**config.mk**
```make
export PLATFORM = sky130hd
export DESIGN_NAME = nfc_host
export DESIGN_NICKNAME = d
export VERILOG_FILES = /design/src/rtl/nfc_pkg.sv /design/src/rtl/nfc_phase_timer.sv /design/src/rtl/nfc_host.sv
export VERILOG_INCLUDE_DIRS = /design/src /design/src/rtl
export SDC_FILE = /design/constraint.sdc
export NUM_CORES = 1
export LEC_CHECK = 0
export CORE_UTILIZATION = 55
export DETAILED_ROUTE_END_ITERATION = 10
export DONT_BUFFER_PORTS = 1
export PLACE_DENSITY = 0.7
export SYNTH_ARGS = -nofsm -noshare
export SYNTH_HDL_FRONTEND = slang
export SYNTH_SLANG_ARGS = --single-unit
```
**constraint.sdc**
```tcl
create_clock -name clk_sys -period 4.59 [get_ports clk_sys]
set_input_delay 0.918 -clock clk_sys [delete_from_list [all_inputs] [get_ports clk_sys]]
set_output_delay 0.918 -clock clk_sys [all_outputs]
set_load 0.1 [all_outputs]
```
**src/rtl/nfc_params.svh**
```systemverilog
`ifndef NFC_PARAMS_SVH
`define NFC_PARAMS_SVH

// ----------------------------------------------------------------------------
// command codes
// ----------------------------------------------------------------------------
`define NFC_CMD_READ_A      8'h00
`define NFC_CMD_READ_B      8'h01
`define NFC_CMD_COPY_MP     8'h03
`define NFC_CMD_PROG_END_MP 8'h11
`define NFC_CMD_PROG_END    8'h10
`define NFC_CMD_READ_C      8'h50
`define NFC_CMD_READ_ID     8'h90
`define NFC_CMD_RESET       8'hff
`define NFC_CMD_PROG        8'h80
`define NFC_CMD_COPY        8'h8a
`define NFC_CMD_ERASE       8'h60
`define NFC_CMD_ERASE_GO    8'hd0
`define NFC_CMD_STATUS      8'h70
`define NFC_CMD_STATUS_MP   8'h71

// ----------------------------------------------------------------------------
// op field values of the user request
// ----------------------------------------------------------------------------
`define NFC_OP_CMD          3'h0
`define NFC_OP_ADDR4        3'h1
`define NFC_OP_ADDR3        3'h2
`define NFC_OP_WDATA        3'h3
`define NFC_OP_RDATA        3'h4

// ----------------------------------------------------------------------------
// geometry and timing
// ----------------------------------------------------------------------------
`define NFC_PAGES           131072
`define NFC_COLUMNS         528
`define NFC_SPARE_START     512
`define NFC_BLOCKS          4096
`define NFC_PLANES          4
`define NFC_ADDR_BITS       26
`define NFC_PHASE_NS        32
`define NFC_CLK_NS          4
`define NFC_PHASE_CYC       ((`NFC_PHASE_NS + `NFC_CLK_NS - 1) / `NFC_CLK_NS)

`endif

```
**src/rtl/nfc_pkg.sv**
```systemverilog
package nfc_pkg;

   // strobe sequencer states
   typedef enum logic [4:0]
   {
      NFC_IDLE  = 5'b00001,
      NFC_LOW   = 5'b00010,
      NFC_HIGH  = 5'b00100,
      NFC_HOLD  = 5'b01000,
      NFC_DONE  = 5'b10000
   } nfc_state_type;

endpackage : nfc_pkg

```
**src/rtl/nfc_phase_timer.sv**
```systemverilog
`timescale 1ns/1ps
`default_nettype none
`include "nfc_params.svh"

// ----------------------------------------------------------------------------
// phase timer: pulses done once a loaded phase has lasted its full length
// ----------------------------------------------------------------------------
module nfc_phase_timer
(
   input  wire logic clk_sys,
   input  wire logic nrst,
   input  wire logic clkEn,
   input  wire logic start,
   output logic      done
);

   logic [7:0] cnt_r;
   logic [7:0] cnt_nxt;
   logic       done_nxt;

   // count down, done on the last cycle of the phase
   always_comb
   begin
      cnt_nxt  = cnt_r;
      done_nxt = 1'b0;
      if (start)
         cnt_nxt = 8'(`NFC_PHASE_CYC - 1);
      else if (cnt_r != 8'h00)
      begin
         cnt_nxt = cnt_r - 8'h01;
         done_nxt = (cnt_r == 8'h01);
      end
   end

   always_ff @(posedge clk_sys)
   begin
      if (!nrst)
      begin
         cnt_r <= 8'h00;
         done  <= 1'b0;
      end
      else if (clkEn)
      begin
         cnt_r <= cnt_nxt;
         done  <= done_nxt;
      end
   end

endmodule : nfc_phase_timer

`default_nettype wire

```
**src/rtl/nfc_host.sv**
```systemverilog
`timescale 1ns/1ps
`default_nettype none
`include "nfc_params.svh"

// ----------------------------------------------------------------------------
// host-side controller: turns user requests into flash bus cycles
// ----------------------------------------------------------------------------

module nfc_host
   import nfc_pkg::*;
(
   input  wire logic        clk_sys,
   input  wire logic        nrst,
   input  wire logic        clkEn,
   input  wire logic        reqValid,
   input  wire logic [2:0]  reqOp,
   input  wire logic [25:0] reqData,
   output logic             reqReady,
   output logic             rspValid,
   output logic [15:0]      rspData,
   output logic             rspRefused,
   output logic             flashBusy,
   output logic             chipEn_n,
   output logic             cmdLatch,
   output logic             addrLatch,
   output logic             writeStrobe_n,
   output logic             read_strobe_n,
   output logic [15:0]      ioOut,
   output logic             ioOe,
   input  wire logic [15:0] ioIn,
   input  wire logic        readyBusy
);

   nfc_state_type state_r;
   nfc_state_type state_nxt;
   logic [2:0]    op_r;
   logic [2:0]    op_nxt;
   logic [25:0]   data_r;
   logic [25:0]   data_nxt;
   logic [1:0]    left_r;
   logic [1:0]    left_nxt;
   logic          reqReady_nxt;
   logic          rspValid_nxt;
   logic [15:0]   rspData_nxt;
   logic          rspRefused_nxt;
   logic          chipEn_n_nxt;
   logic          cmdLatch_nxt;
   logic          addrLatch_nxt;
   logic          writeStrobe_n_nxt;
   logic          read_strobe_n_nxt;
   logic [15:0]   ioOut_nxt;
   logic          ioOe_nxt;
   logic          tmrStart;
   logic          tmrDone;
   logic          allowed;

   // every strobe phase lasts the same time, one timer serves them all
   nfc_phase_timer u_timer
   (
      .clk_sys (clk_sys),
      .nrst    (nrst),
      .clkEn   (clkEn),
      .start   (tmrStart),
      .done    (tmrDone)
   );

   // -------------------------------------------------------------------------
   // request screening
   // -------------------------------------------------------------------------

   // only defined codes pass; while busy only reset and status reads
   function automatic logic cmd_ok(input logic [7:0] c, input logic busy);
      logic def;
      def = (c == `NFC_CMD_READ_A)   || (c == `NFC_CMD_READ_B)  ||
            (c == `NFC_CMD_COPY_MP)  || (c == `NFC_CMD_PROG_END_MP) ||
            (c == `NFC_CMD_PROG_END) || (c == `NFC_CMD_READ_C)  ||
            (c == `NFC_CMD_READ_ID)  || (c == `NFC_CMD_RESET)   ||
            (c == `NFC_CMD_PROG)     || (c == `NFC_CMD_COPY)    ||
            (c == `NFC_CMD_ERASE)    || (c == `NFC_CMD_ERASE_GO) ||
            (c == `NFC_CMD_STATUS)   || (c == `NFC_CMD_STATUS_MP);
      if (busy)
         cmd_ok = (c == `NFC_CMD_RESET) || (c == `NFC_CMD_STATUS) ||
                  (c == `NFC_CMD_STATUS_MP);
      else
         cmd_ok = def;
   endfunction : cmd_ok

   // a busy device may be polled for status or reset, nothing else goes out
   always_comb
   begin
      if (reqOp == `NFC_OP_CMD)
         allowed = cmd_ok(reqData[7:0], !readyBusy);
      else if (reqOp == `NFC_OP_RDATA)
         allowed = 1'b1;                                             // status bytes read while busy
      else if (reqOp == `NFC_OP_ADDR4 || reqOp == `NFC_OP_ADDR3 || reqOp == `NFC_OP_WDATA)
         allowed = readyBusy;
      else
         allowed = 1'b0;
   end

   // -------------------------------------------------------------------------
   // bus cycle sequencer
   // -------------------------------------------------------------------------

   // one request = one or more strobe cycles; low phase, high phase, hold
   always_comb
   begin
      state_nxt         = state_r;
      op_nxt            = op_r;
      data_nxt          = data_r;
      left_nxt          = left_r;
      reqReady_nxt      = reqReady;
      rspValid_nxt      = 1'b0;
      rspData_nxt       = rspData;
      rspRefused_nxt    = 1'b0;
      chipEn_n_nxt      = chipEn_n;
      cmdLatch_nxt      = cmdLatch;
      addrLatch_nxt     = addrLatch;
      writeStrobe_n_nxt = writeStrobe_n;
      read_strobe_n_nxt = read_strobe_n;
      ioOut_nxt         = ioOut;
      ioOe_nxt          = ioOe;
      tmrStart          = 1'b0;
      case (state_r)
         NFC_IDLE:
         begin
            if (reqValid && reqReady)
            begin
               if (!allowed)
               begin
                  rspRefused_nxt = 1'b1;                             // refused, nothing driven
               end
               else
               begin
                  reqReady_nxt  = 1'b0;
                  op_nxt        = reqOp;
                  data_nxt      = reqData;
                  chipEn_n_nxt  = 1'b0;
                  cmdLatch_nxt  = (reqOp == `NFC_OP_CMD);
                  addrLatch_nxt = (reqOp == `NFC_OP_ADDR4) ||
                                  (reqOp == `NFC_OP_ADDR3);
                  // column byte first, then row bytes; erase skips column
                  if (reqOp == `NFC_OP_ADDR4)
                  begin
                     left_nxt  = 2'h3;
                     ioOut_nxt = {8'h00, reqData[7:0]};
                  end
                  else if (reqOp == `NFC_OP_ADDR3)
                  begin
                     left_nxt  = 2'h2;
                     ioOut_nxt = {8'h00, reqData[16:9]};
                     data_nxt  = {8'h00, reqData[25:9], 1'b0};
                  end
                  else
                  begin
                     left_nxt  = 2'h0;
                     ioOut_nxt = reqData[15:0];
                  end
                  if (reqOp == `NFC_OP_RDATA)
                  begin
                     read_strobe_n_nxt = 1'b0;
                     ioOe_nxt          = 1'b0;
                  end
                  else
                  begin
                     writeStrobe_n_nxt = 1'b0;
                     ioOe_nxt          = 1'b1;
                  end
                  tmrStart  = 1'b1;
                  state_nxt = NFC_LOW;
               end
            end
         end
         NFC_LOW:
         begin
            if (tmrDone)
            begin
               // rising write strobe is where the device latches the bus
               writeStrobe_n_nxt = 1'b1;
               if (op_r == `NFC_OP_RDATA)
               begin
                  rspData_nxt       = ioIn;                          // sampled at end of low phase
                  read_strobe_n_nxt = 1'b1;
               end
               tmrStart  = 1'b1;
               state_nxt = NFC_HIGH;
            end
         end
         NFC_HIGH:
         begin
            if (tmrDone)
            begin
               if (left_r != 2'h0)
               begin
                  // next row byte; two byte shifts leave the top row bit at bit 9
                  left_nxt          = left_r - 2'h1;
                  data_nxt          = {8'h00, data_r[25:8]};
                  ioOut_nxt         = (left_r == 2'h1) ? {15'h0000, data_r[9]}
                                                       : {8'h00, data_r[16:9]};
                  writeStrobe_n_nxt = 1'b0;
                  tmrStart          = 1'b1;
                  state_nxt         = NFC_LOW;
               end
               else
               begin
                  state_nxt = NFC_HOLD;
               end
            end
         end
         NFC_HOLD:
         begin
            // latch enables drop after the last strobe, bus released
            cmdLatch_nxt  = 1'b0;
            addrLatch_nxt = 1'b0;
            ioOe_nxt      = 1'b0;
            state_nxt     = NFC_DONE;
         end
         NFC_DONE:
         begin
            rspValid_nxt = 1'b1;
            reqReady_nxt = 1'b1;
            state_nxt    = NFC_IDLE;
         end
         default:
         begin
            state_nxt = NFC_IDLE;
         end
      endcase
   end

   // registers; chip stays selected between requests so sequences hold together
   always_ff @(posedge clk_sys)
   begin
      if (!nrst)
      begin
         state_r       <= NFC_IDLE;
         op_r          <= 3'h0;
         data_r        <= 26'h0000000;
         left_r        <= 2'h0;
         reqReady      <= 1'b0;
         rspValid      <= 1'b0;
         rspData       <= 16'h0000;
         rspRefused    <= 1'b0;
         flashBusy     <= 1'b0;
         chipEn_n      <= 1'b1;
         cmdLatch      <= 1'b0;
         addrLatch     <= 1'b0;
         writeStrobe_n <= 1'b1;
         read_strobe_n <= 1'b1;
         ioOut         <= 16'h0000;
         ioOe          <= 1'b0;
      end
      else if (clkEn)
      begin
         state_r       <= state_nxt;
         op_r          <= op_nxt;
         data_r        <= data_nxt;
         left_r        <= left_nxt;
         reqReady      <= (state_r == NFC_IDLE) ? reqReady_nxt | !reqReady : reqReady_nxt;
         rspValid      <= rspValid_nxt;
         rspData       <= rspData_nxt;
         rspRefused    <= rspRefused_nxt;
         flashBusy     <= !readyBusy;
         chipEn_n      <= chipEn_n_nxt;
         cmdLatch      <= cmdLatch_nxt;
         addrLatch     <= addrLatch_nxt;
         writeStrobe_n <= writeStrobe_n_nxt;
         read_strobe_n <= read_strobe_n_nxt;
         ioOut         <= ioOut_nxt;
         ioOe          <= ioOe_nxt;
      end
   end

endmodule : nfc_host

`default_nettype wire

```
==> metrics.md, run 1 <==
| Metric | Value |
|---|---|
| Final Instance Area | 4100 um^2 |
| Peak VDD IR | 0.301 mV |
| I/O pins | 92 |
| Cell area after placement | 3870 um^2 |
| RSZ-0062 raised after global routing | false |
| CTS Hold Bufs | 0 |
| CP arrival | 3.03 ns |
| # diodes | 0 |
| Mapped Cells | 453 |
| Average cell area after synthesis | 8.58 um^2 |
| Final Max Tran Viols | 0 |
| PwrDens | 388 nW/um^2 |
| Hold_ws | 0.453 ns |
| Post-CTS setup buffer count | 0 |
| Vias/cell | 6.00 |
| Setup TNS | 0 ns |
| Worst Skew | 0.0105 ns |
| Min-delay worst type | reg2reg |
| Yosys cell types | 56 |
| EDFF count, synth | 0 |
| Most Crowded Layer GR | met2 |
| Flop-to-flop setup slack | 2.17 ns |
| RD Place Congestion | 0.911 |
| Static Leak | 1.53 nW |
| Max-Cap Viols | 0 |
| Outcome | completed |
| Met1 Resource Use GR | 0.301 |
| Layout cell share with drive strength beyond 1 | 0.0680 |
| Initial core utilization | 0.572 |
| Worst-Skew Late Latency | 0.35 ns |
| Clk sinks | 78 |
| Crit. End Element | register |
| Average wire per cell in the routed design | 17.0 um |
| DR pass1 iterations | 4 |
| Final total power | 0.00159 W |
| Predominant post-synthesis flop cell | dfxtp_1 |
| Area fraction of the dominant cell type after synthesis | 0.402 |
| Initial antenna violation count | 0 |
| CORE AREA | 6790 um^2 |
| Worst setup margin | 1.81 ns |
| Yosys warning count | 0 |
| Initial DRC Count | 154 |
| Clock period minus worst slack | 2.78 ns |
| Worst Path Required | 4.84 ns |
| Total global routing overflow | 0 |
| Routed vias | 3222 |
| # setup viols final | 0 |
| Cell area after synthesis | 3880 um^2 |
| Rows | 30 |
| Area of the die | 7400 um^2 |
| Die height | 86.0 um |
| FMAX | 360 MHz |
| GR Util met3 | 0.0539 |
| Detailed Place HPWL | 6.36 mm |
| Die Wd | 86.0 um |
| Synthesis-to-layout area growth | 5.51% |
| DRT antenna net count | 0 |
| Worst slew margin | 0.336 |
| Critical path class | in2reg |
| Critical path fanouts, max | 29 |
| Vias in the first global route | 2942 |
| M2 GR Usage | 0.406 |
| Seq/Total Area, Yosys | 0.402 |
| Mapped Nets | 508 |
| Residual DRC | 0 |
| Post-synth ARST share | 0 |
| H-tree Lvls | 3 |
| Detailed Route WL | 9.15 mm |
| First-pass GRT wire length | 14.1 mm |
| Setup WS pre-CTS | 1.49 ns |
| Number of synthesized register bits | 78 |
| Resize count post-CTS | 0 |
| Port buffer count | 0 |
| TritonCTS clock tree | done |
| Worst slew pin tran | 0.994 ns |
| Leading area contributor after synthesis | dfxtp_1 |
| Final hold vios | 0 |
| CTS buffer count | 9 |
| Final-stage net count | 491 |
| Largest net degree at the start of global routing | 57 |
| Bufs on Longest Clock Path | 2 |
| Clock-pin slew on the worst setup and hold paths | 0.09 ns |
| Synth top area cells | dfxtp_1 40%, mux2i_1 14%, nand2_1 7.5%, o211ai_1 4.1%, a21oi_1 3.9% |
| GRT Util Overall | 0.244 |
| Final period util | 0.605 |
| Synth top cells by count | 78 x dfxtp_1, 78 x nand2_1, 55 x mux2i_1 |
| Nature of the critical path startpoint | input pin |
| Clk root buf | clkbuf_8 |
-- report_power, final --
| group | total (W) | internal, W | switching (W) |
|---|---|---|---|
| clock network | 0.000577 | 0.000321 | 0.000256 |
| logic | 0.000242 | 0.000105 | 0.000138 |
| registers | 0.000770 | 0.000710 | 0.0000602 |
-- path summary, 6_finish.rpt --
check                     to  cells past startpoint  startpoint
setup / recovery   left_r[0]                      6  reqData[2]
hold / removal    data_r[25]                      2  data_r[25]
setup reg to reg  data_r[24]                      5  state_r[0]
hold reg to reg   data_r[25]                      2  data_r[25]
-- registers in the layout, indices dropped and copies added, names as in the netlist --
| signal | flops |
|---|---|
| rspRefused | 1 |
| rspData | 16 |
| chipEn_n | 1 |
| state_r | 5 |
| reqReady | 1 |
| data_r | 17 |
| addrLatch | 1 |
| read_strobe_n | 1 |
| left_r | 2 |
| flashBusy | 1 |
| op_r | 3 |
| cmdLatch | 1 |
| u_timer.done | 1 |
| u_timer.cnt_r | 8 |
| writeStrobe_n | 1 |
| ioOe | 1 |
| rspValid | 1 |
| ioOut | 16 |
-- placed cells by master, fill, tap and decap left out, types with 3 or more instances in the layout --
master      instances
nor3_1              6
a21oi_1            30
nor2b_1             4
a31oi_1             3
xor2_1              5
buf_4               4
ha_1                5
inv_1               7
nand3_1            16
o22ai_1             5
nand2_1            78
nor2_1             33
clkbuf_8           10
mux2i_1            55
o211ai_1           21
o21ai_0            22
dfxtp_1            78
and3_1              5
clkinvlp_4          3
a211oi_1            4
-- layout make-up --
type / count / area, um^2
inverter: 8 / 30.0
timing repair buffer: 4 / 30.0
clock inverter: 5 / 82.6
multi-input combinational: 335 / 2130
tap: 96 / 120
clock buffer: 11 / 141
fill: 612 / 2700
sequential: 78 / 1560
-- routing by layer --
layer / vias to the layer above / wire [um]
li1: 1576 / -
met1: 1517 / 3960
met2: 110 / 4340
met3: 19 / 635
met4: 0 / 214
met5: - / 0
-- critical path, stage by stage --
cell       delay, ns
and3_1          0.15
a31oi_1         0.33
o21ai_2         0.15
o2111ai_4       0.46
nand2_2         0.57
a32o_1          0.43
-- logic make-up (layout without fill, tap and decap cells) --
| kind of cell | Yosys count | in the layout | share of synthesized area |
|---|---|---|---|
| compound gates | 104 | 104 | 0.177 |
| buf+inv | 40 | 28 | 0.0502 |
| mux | 55 | 55 | 0.142 |
| xor+xnor | 7 | 7 | 0.0158 |
| flops | 78 | 78 | 0.402 |
| fa+ha+maj | 5 | 5 | 0.0161 |
| simple gates | 164 | 164 | 0.197 |
-- metrics by stage --
stage | util | instances
after detailed placement | 0.570 | 521
final | 0.603 | 537
after floorplan | - | 453
after CTS | 0.603 | 537
after global routing | 0.603 | 537
after global placement | 0.570 | 521
No activity file was read; power rests on OpenSTA's default activity.
==> run 2: changes to the inputs <==
--- a/config.mk
+++ b/config.mk
@@ -6,10 +6,11 @@
 export SDC_FILE = /design/constraint.sdc
 export NUM_CORES = 1
 export LEC_CHECK = 0
+export ABC_AREA = 1
 export CORE_UTILIZATION = 55
 export DETAILED_ROUTE_END_ITERATION = 10
 export DONT_BUFFER_PORTS = 1
-export PLACE_DENSITY = 0.7
+export PLACE_DENSITY = 0.73
 export SYNTH_ARGS = -nofsm -noshare
 export SYNTH_HDL_FRONTEND = slang
 export SYNTH_SLANG_ARGS = --single-unit
==> constraint.sdc (replaced) <==
create_clock -name clk_sys -period 2.35 [get_ports clk_sys]
set_input_delay 0.47 -clock clk_sys [delete_from_list [all_inputs] [get_ports clk_sys]]
set_output_delay 0.47 -clock clk_sys [all_outputs]
set_load 0.1 [all_outputs]
==> metrics.md, run 2 <==
| Metric | Value |
|---|---|
| Port buffer count | 0 (unchanged) |
| Initial antenna violation count | 0 (unchanged) |
| Sw frac | 0.466 (+0.180) |
| Area fraction of the dominant cell type after synthesis | 0.388 (-0.0144) |
| Outcome | completed |
| Die height | 87.6 um (+1.8%) |
| Clk pwr share | 0.198 (-0.165) |
| FMAX | 497 MHz |
| Leading area contributor after synthesis | dfxtp_1 |
| Yosys warning count | 0 (unchanged) |
| Most frequent cells in the layout | 136 x nand2_1, 78 x dfxtp_1, 68 x inv_1, 65 x a21oi_1, 59 x nor2_1 |
| Number of fillers in the final layout | 610 (-0.33%) |
| Switching power | 0.00245 W (+440%) |
| # diodes | 0 (unchanged) |
| PwrDens | 1140 nW/um^2 (+190%) |
| DRT antenna net count | 0 (unchanged) |
| Initial core utilization | 0.580 (+0.00836) |
| Clock-pin slew on the worst setup and hold paths | 0.08 ns (about the same) |
| Routed vias | 4009 (+24%) |
| Detailed Place HPWL | 7.14 mm (+12%) |
| Synth Area in Compound Gates | 0.175 (-0.00230) |
| Number of synthesized register bits | 78 (unchanged) |
| Largest family of logic cells by synthesized area | simple AND/OR/NAND/NOR gates |
| R2r startpoint | state_r[3] |
| Static Leak | 2.05 nW (+34%) |
| Min-delay worst type | in2reg |
| Worst slew pin tran | 0.653 ns (-0.342 ns) |
| Max FFs per register | 17 (unchanged) |
| Residual DRC | 0 (unchanged) |
| Average cell area after synthesis | 6.65 um^2 (-22%) |
| Synth Area in Simple Gates | 0.309 (+0.112) |
| Int Pwr | 0.00281 W (+150%) |
| Sequential power share | 0.324 (-0.161) |
| Xor and xnor fraction of the mapped netlist area | 0.0130 (-0.00274) |
| Bufs on Longest Clock Path | 2 (unchanged) |
| R2r worst-path depth | 8 (+3) |
| DR pass1 iterations | 5 (+1) |
| Synthesis-to-layout area growth | 14.3% |
| Multiplexer area fraction after synthesis | 0 (-0.142) |
| Crit. End Element | register |
| First-pass GRT wire length | 16.0 mm (+13%) |
| Worst Skew | 0.0149 ns (+0.00445 ns) |
| Biggest register | data_r |
| Reg area | 1560 um^2 (unchanged) |
| Hold Path Stages | 1 (-1) |
| Final design utilization | 0.663 (+0.0599) |
| Endpoint of the worst hold path | chipEn_n |
| RD Place Congestion | 0.938 (+2.9%) |
| GRT Util Overall | 0.266 (+0.0217) |
| Synth top area cells | dfxtp_1 39%, nand2_1 13%, a21oi_1 8.1%, o21ai_0 6.3%, inv_1 6.3% |
| Final hold vios | 0 (unchanged) |
| Reg2reg end | u_timer.cnt_r[7] |
| Largest net degree at the start of global routing | 52 (-8.8%) |
| Predominant post-synthesis flop cell | dfxtp_1 |
| Top flop regs | data_r: 17 flops, ioOut: 16 flops, rspData: 16 flops |
| Final Max Tran Viols | 0 (unchanged) |
| H-tree Lvls | 3 (unchanged) |
| Initial DRC Count | 261 (+69%) |
| Final-stage net count | 691 (+41%) |
| Layout cell share with drive strength beyond 1 | 0.120 (+0.0521) |
| CORE AREA | 6940 um^2 (+2.2%) |
| Nature of the critical path startpoint | register |
| Detailed Route WL | 10.1 mm (+9.9%) |
| Average wire per cell in the routed design | 13.6 um (-20%) |
| Vias in the first global route | 3491 (+19%) |
| Worst slew margin | 0.564 (+0.228) |
| Cell area after synthesis | 4030 um^2 (+3.7%) |
| I/O pins | 92 (unchanged) |
| Total global routing overflow | 0 (unchanged) |
| Max-Cap Viols | 0 (unchanged) |
| Final period util | 0.856 |
| Vias/cell | 5.44 (-9.3%) |
| Post-CTS setup buffer count | 0 (unchanged) |
| Clk sinks | 78 (unchanged) |
| Setup TNS | 0 ns (unchanged) |
| Seq/Total Area, Yosys | 0.388 (-0.0144) |
| Area of the multi-input gates | 2060 um^2 (-3.2%) |
| Die Wd | 87.6 um (+1.8%) |
| Worst Path Required | 2.56 ns (-2.28 ns) |
| Synth top cells by count | 136 x nand2_1, 78 x dfxtp_1, 68 x inv_1 |
| Mapped Cells | 606 (+34%) |
| Commonest non-fill, non-tap cell in the layout | nand2_1 |
| Clock period minus worst slack | 2.01 ns |
| Critical path fanouts, max | 8 (-72%) |
| CTS buffer count | 9 (unchanged) |
| Synth Area in Adders | 0.0155 (-0.000575) |
| Post-synth ARST share | 0 (unchanged) |
| EDFF count, synth | 0 (unchanged) |
| Mapped Nets | 661 (+30%) |
| Clk root buf | clkbuf_8 |
| # setup viols final | 0 (unchanged) |
| Worst-Skew Late Latency | 0.35 ns (about the same) |
| Rows | 30 (unchanged) |
| Yosys cell types | 31 (-45%) |
| Area of the die | 7670 um^2 (+3.6%) |
| CP arrival | 2.22 ns (-0.81 ns) |
| CTS Hold Bufs | 0 (unchanged) |
| Critical path class | reg2reg |
| TritonCTS clock tree | done |
| Comb power frac | 0.477 (+0.324) |
| Most common cell in the netlist | nand2_1 |
| HP Start | nrst |
| Flop-to-flop setup slack | 0.34 ns (-1.83 ns) |
| Peak VDD IR | 0.475 mV (+58%) |
| RSZ-0062 raised after global routing | false |
| Resize count post-CTS | 0 (unchanged) |
[run 2: changes by cell type after synthesis, sizes merged, moves of 33 or more]
cell and change:
nand4 +33, inv +64, nand2 +57, mux2i -55
a21oi +35, o21ai +36
[run 2: layout make-up]
type	instances	share of cell area
Timing Repair Buffer	51	0.0831
Multi-Input combinational cell	424	0.448
Clock inverter	6	0.0149
Clock buffer	10	0.0299
Inverter	72	0.0587
Tap cell	96	0.0261
Sequential cell	78	0.339
[run 2: logic make-up after synthesis]
kind of cell | count (synthesis)
AO/OA/AOI/OAI | 135
XOR/XNOR | 6
adder cells (fa/ha/maj) | 5
buffers and inverters | 104
flip-flops | 78
AND/OR/NAND/NOR | 278
[run 2: worst max path at each step]
stage	start	endpoint	slack, ns
final	state_r[3]	u_timer.cnt_r[7]	0.34
after detailed placement	reqData[4]	data_r[11]	0.32
after global routing	state_r[2]	u_timer.cnt_r[7]	0.09
after floorplan	reqReady	ioOut[6]	0.05
after global placement	reqOp[0]	data_r[12]	0.39
after CTS	state_r[2]	u_timer.cnt_r[7]	0.34
[run 2: per-layer routing]
metal	global-route usage	wire length (um)
met5	0	0
met4	0.0879	199
met3	0.0462	557
met2	0.459	4900
met1	0.337	4400
[run 2: critical path, stage by stage, from the launching register on]
cell and delay [ns]:
dfxtp_1 0.34, nor2_1 0.19, nand4_2 0.19, nor2_1 0.23, nand3_1 0.22, nand3_1 0.27, nand2_1 0.24, nand2_1 0.11
a21oi_1 0.06
[run 2: per-stage QoR]
stage / instance area (um^2) / hold slack, ns / setup WS [ns] / instances / power [W]
after global placement: 4400 / 0.431 / 0.386 / 721 / 0.00416
after global routing: 4610 / 0.194 / 0.0931 / 737 / 0.00559
after CTS: 4610 / 0.182 / 0.343 / 737 / 0.00525
final: 4610 / 0.188 / 0.339 / 737 / 0.00526
after detailed placement: 4400 / 0.434 / 0.316 / 721 / 0.00422
after floorplan: 4030 / 0.424 / 0.0469 / 606 / 0.00376
[run 2: power by group through the flow]
stage	clock (W)	sequential [W]	combinational, W
detailed placement	0	0.00173	0.00248
global route	0.00111	0.00173	0.00275
floorplan	0	0.00229	0.00147
CTS	0.00106	0.00170	0.00250
global placement	0	0.00173	0.00244
finish	0.00104	0.00171	0.00251
==> run 3: changes to the inputs <==
--- a/config.mk
+++ b/config.mk
@@ -6,8 +6,8 @@
 export SDC_FILE = /design/constraint.sdc
 export NUM_CORES = 1
 export LEC_CHECK = 0
-export ABC_AREA = 1
 export CORE_UTILIZATION = 55
+export CTS_CLUSTER_SIZE = 20
 export DETAILED_ROUTE_END_ITERATION = 10
 export DONT_BUFFER_PORTS = 1
 export PLACE_DENSITY = 0.73
==> metrics.md, run 3 (synthesized netlist as in run 1, its figures left out) <==
| Metric | Value |
|---|---|
| DR pass1 iterations | 4 (-1) |
| Post-CTS setup buffer count | 0 (unchanged) |
| Worst Path Required | 2.57 ns (about the same) |
| Synthesis-to-layout area growth | 16.3% |
| Sequential power share | 0.449 (+0.125) |
| Rows | 30 (unchanged) |
| R2r startpoint | state_r[4] |
| Die Wd | 86.0 um (-1.8%) |
| Area of the multi-input gates | 2130 um^2 (+3.3%) |
| Slowest cell delay on critical path | 0.76 ns (+0.42 ns) |
| Area of the die | 7400 um^2 (-3.5%) |
| Final total power | 0.00322 W (-39%) |
| Largest net degree at the start of global routing | 57 (+9.6%) |
| Average wire per cell in the routed design | 16.0 um (+18%) |
| Outcome | completed |
| Sw frac | 0.280 (-0.186) |
| R2r worst-path depth | 5 (-3) |
| Endpoint of the worst hold path | read_strobe_n |
| Clk pwr share | 0.379 (+0.181) |
| Max-Cap Viols | 0 (unchanged) |
| Comb power frac | 0.172 (-0.305) |
| Biggest register | data_r |
| Setup WS pre-CTS | 0.245 ns (-0.0708 ns) |
| Final period util | 0.901 (+0.0452) |
| Worst slew margin | 0.385 (-0.179) |
| RSZ-0062 raised after global routing | false |
| Top flop regs | data_r: 17 flops, ioOut: 16 flops, rspData: 16 flops |
| DRT antenna net count | 0 (unchanged) |
| Crit path from | state_r[4] |
| Layout cell share with drive strength beyond 1 | 0.167 (+0.0465) |
| Final-stage net count | 542 (-22%) |
| Clock-pin slew on the worst setup and hold paths | 0.09 ns (about the same) |
| # setup viols final | 0 (unchanged) |
| Routed vias | 3440 (-14%) |
| Nature of the critical path startpoint | register |
| Setup TNS | 0 ns (unchanged) |
| Crit. End Element | register |
| Detailed Place HPWL | 6.86 mm (-4.0%) |
| Worst setup margin | 0.232 ns (-0.106 ns) |
| Worst-Skew Late Latency | 0.35 ns (about the same) |
| FMAX | 472 MHz (-5.0%) |
| Vias/cell | 5.85 (+7.6%) |
| First-pass GRT wire length | 15.3 mm (-4.6%) |
| CORE AREA | 6790 um^2 (-2.2%) |
| Critical path class | reg2reg |
| RD Place Congestion | 0.916 (-2.4%) |
| Clk root buf | clkbuf_8 |
| Reg2reg end | rspData[14] |
| Min-delay worst type | in2reg |
| Static Leak | 1.82 nW (-11%) |
| Initial core utilization | 0.572 (-0.00836) |
| Cells along the critical path | nor3_4, nand3_1, or3_1, mux2i_1, nor2_1 |
| Peak VDD IR | 0.381 mV (-20%) |
| Clock period minus worst slack | 2.12 ns (+0.106 ns) |
| TritonCTS clock tree | done |
| Worst Skew | 0.00796 ns (-0.00694 ns) |
| Critical path fanouts, max | 17 (+9) |
| Switching power | 0.000901 W (-63%) |
| Initial DRC Count | 194 (-26%) |
| Initial antenna violation count | 0 (unchanged) |
| Bufs on Longest Clock Path | 2 (unchanged) |
| Port buffer count | 0 (unchanged) |
| Int Pwr | 0.00231 W (-18%) |
| Final Max Tran Viols | 0 (unchanged) |
| CP arrival | 2.34 ns (+0.12 ns) |
| Worst slew pin tran | 0.922 ns (+0.270 ns) |
| Detailed Route WL | 9.43 mm (-6.2%) |
| Die height | 86.0 um (-1.8%) |
| CTS buffer count | 9 (unchanged) |
| Number of fillers in the final layout | 569 (-6.7%) |
| Clk sinks | 78 (unchanged) |
| Total global routing overflow | 0 (unchanged) |
| Resize count post-CTS | 0 (unchanged) |
| Vias in the first global route | 3360 (-3.8%) |
| CTS Hold Bufs | 0 (unchanged) |
| Residual DRC | 0 (unchanged) |
| PwrDens | 712 nW/um^2 (-38%) |
| I/O pins | 92 (unchanged) |
| HP Start | nrst |
| Max FFs per register | 17 (unchanged) |
| Most frequent cells in the layout | 78 x nand2_1, 78 x dfxtp_1, 55 x mux2i_1, 54 x buf_4, 33 x nor2_1 |
| Final hold vios | 0 (unchanged) |
| Reg area | 1560 um^2 (unchanged) |
| GRT Util Overall | 0.264 (-0.00178) |
| Hold_ws | 0.197 ns (+0.00827 ns) |
| # diodes | 0 (unchanged) |
| Hold Path Stages | 1 (unchanged) |
| Flop-to-flop setup slack | 0.23 ns (-0.11 ns) |
| H-tree Lvls | 3 (unchanged) |
| Max stage delay cell, worst path | or3_1 |
-- run 3: cell types whose count changed in the layout (fill, tap and decap cells not counted), sizes merged, moves of 21 or more --
cell / delta
mux2i: +55
o21ai: -36
nor2: -26
nand2: -57
a21oi: -35
nand4: -33
o211ai: +21
inv: -65
-- run 3: worst max path at each step --
stage	endpoint	depth (start not counted)
final	rspData[14]	5
after detailed placement	ioOut[1]	7
after global routing	ioOut[13]	7
after global placement	u_timer.cnt_r[1]	6
after floorplan	left_r[0]	5
after CTS	rspData[14]	5
-- run 3: power groups by stage --
stage	combinational (W)	sequential, W	clock (W)
after CTS	0.000554	0.00144	0.00124
after global placement	0.000537	0.00147	0
after global routing	0.000620	0.00145	0.00130
final	0.000553	0.00144	0.00122
after floorplan	0.000404	0.00153	0
after detailed placement	0.000552	0.00147	0
-- run 3: critical path: cells and delay by family, from the launching register on --
| kind | cells | cell delay, ns |
|---|---|---|
| AND/OR/NAND/NOR | 4 | 1.27 |
| multiplexers | 1 | 0.29 |
| flip-flops | 1 | 0.42 |
-- run 3: cell type report --
class,instances,share of cell area
Inverter,8,0.00665
Tap cell,96,0.0266
Timing Repair Buffer,55,0.0942
Clock buffer,9,0.0274
Multi-Input combinational cell,335,0.472
Clock inverter,7,0.0271
Sequential cell,78,0.346
-- run 3: per-stage QoR --
step	instance area, um^2	instances	utilization
5_1_grt	4520	588	0.665
3_5_place_dp	4270	572	0.629
6_report	4520	588	0.665
3_3_place_gp	4270	572	0.629
4_1_cts	4520	588	0.665
2_1_floorplan	3880	453	-
-- run 3: layer usage --
| metal | global-route usage | up-vias | wire length, um | part of all wire |
|---|---|---|---|---|
| met4 | 0.108 | 0 | 219 | 0.023 |
| met5 | 0 | - | 0 | 0 |
| met3 | 0.0597 | 19 | 601 | 0.064 |
| met1 | 0.313 | 1615 | 4040 | 0.43 |
| li1 | - | 1682 | - | - |
| met2 | 0.460 | 124 | 4570 | 0.48 |
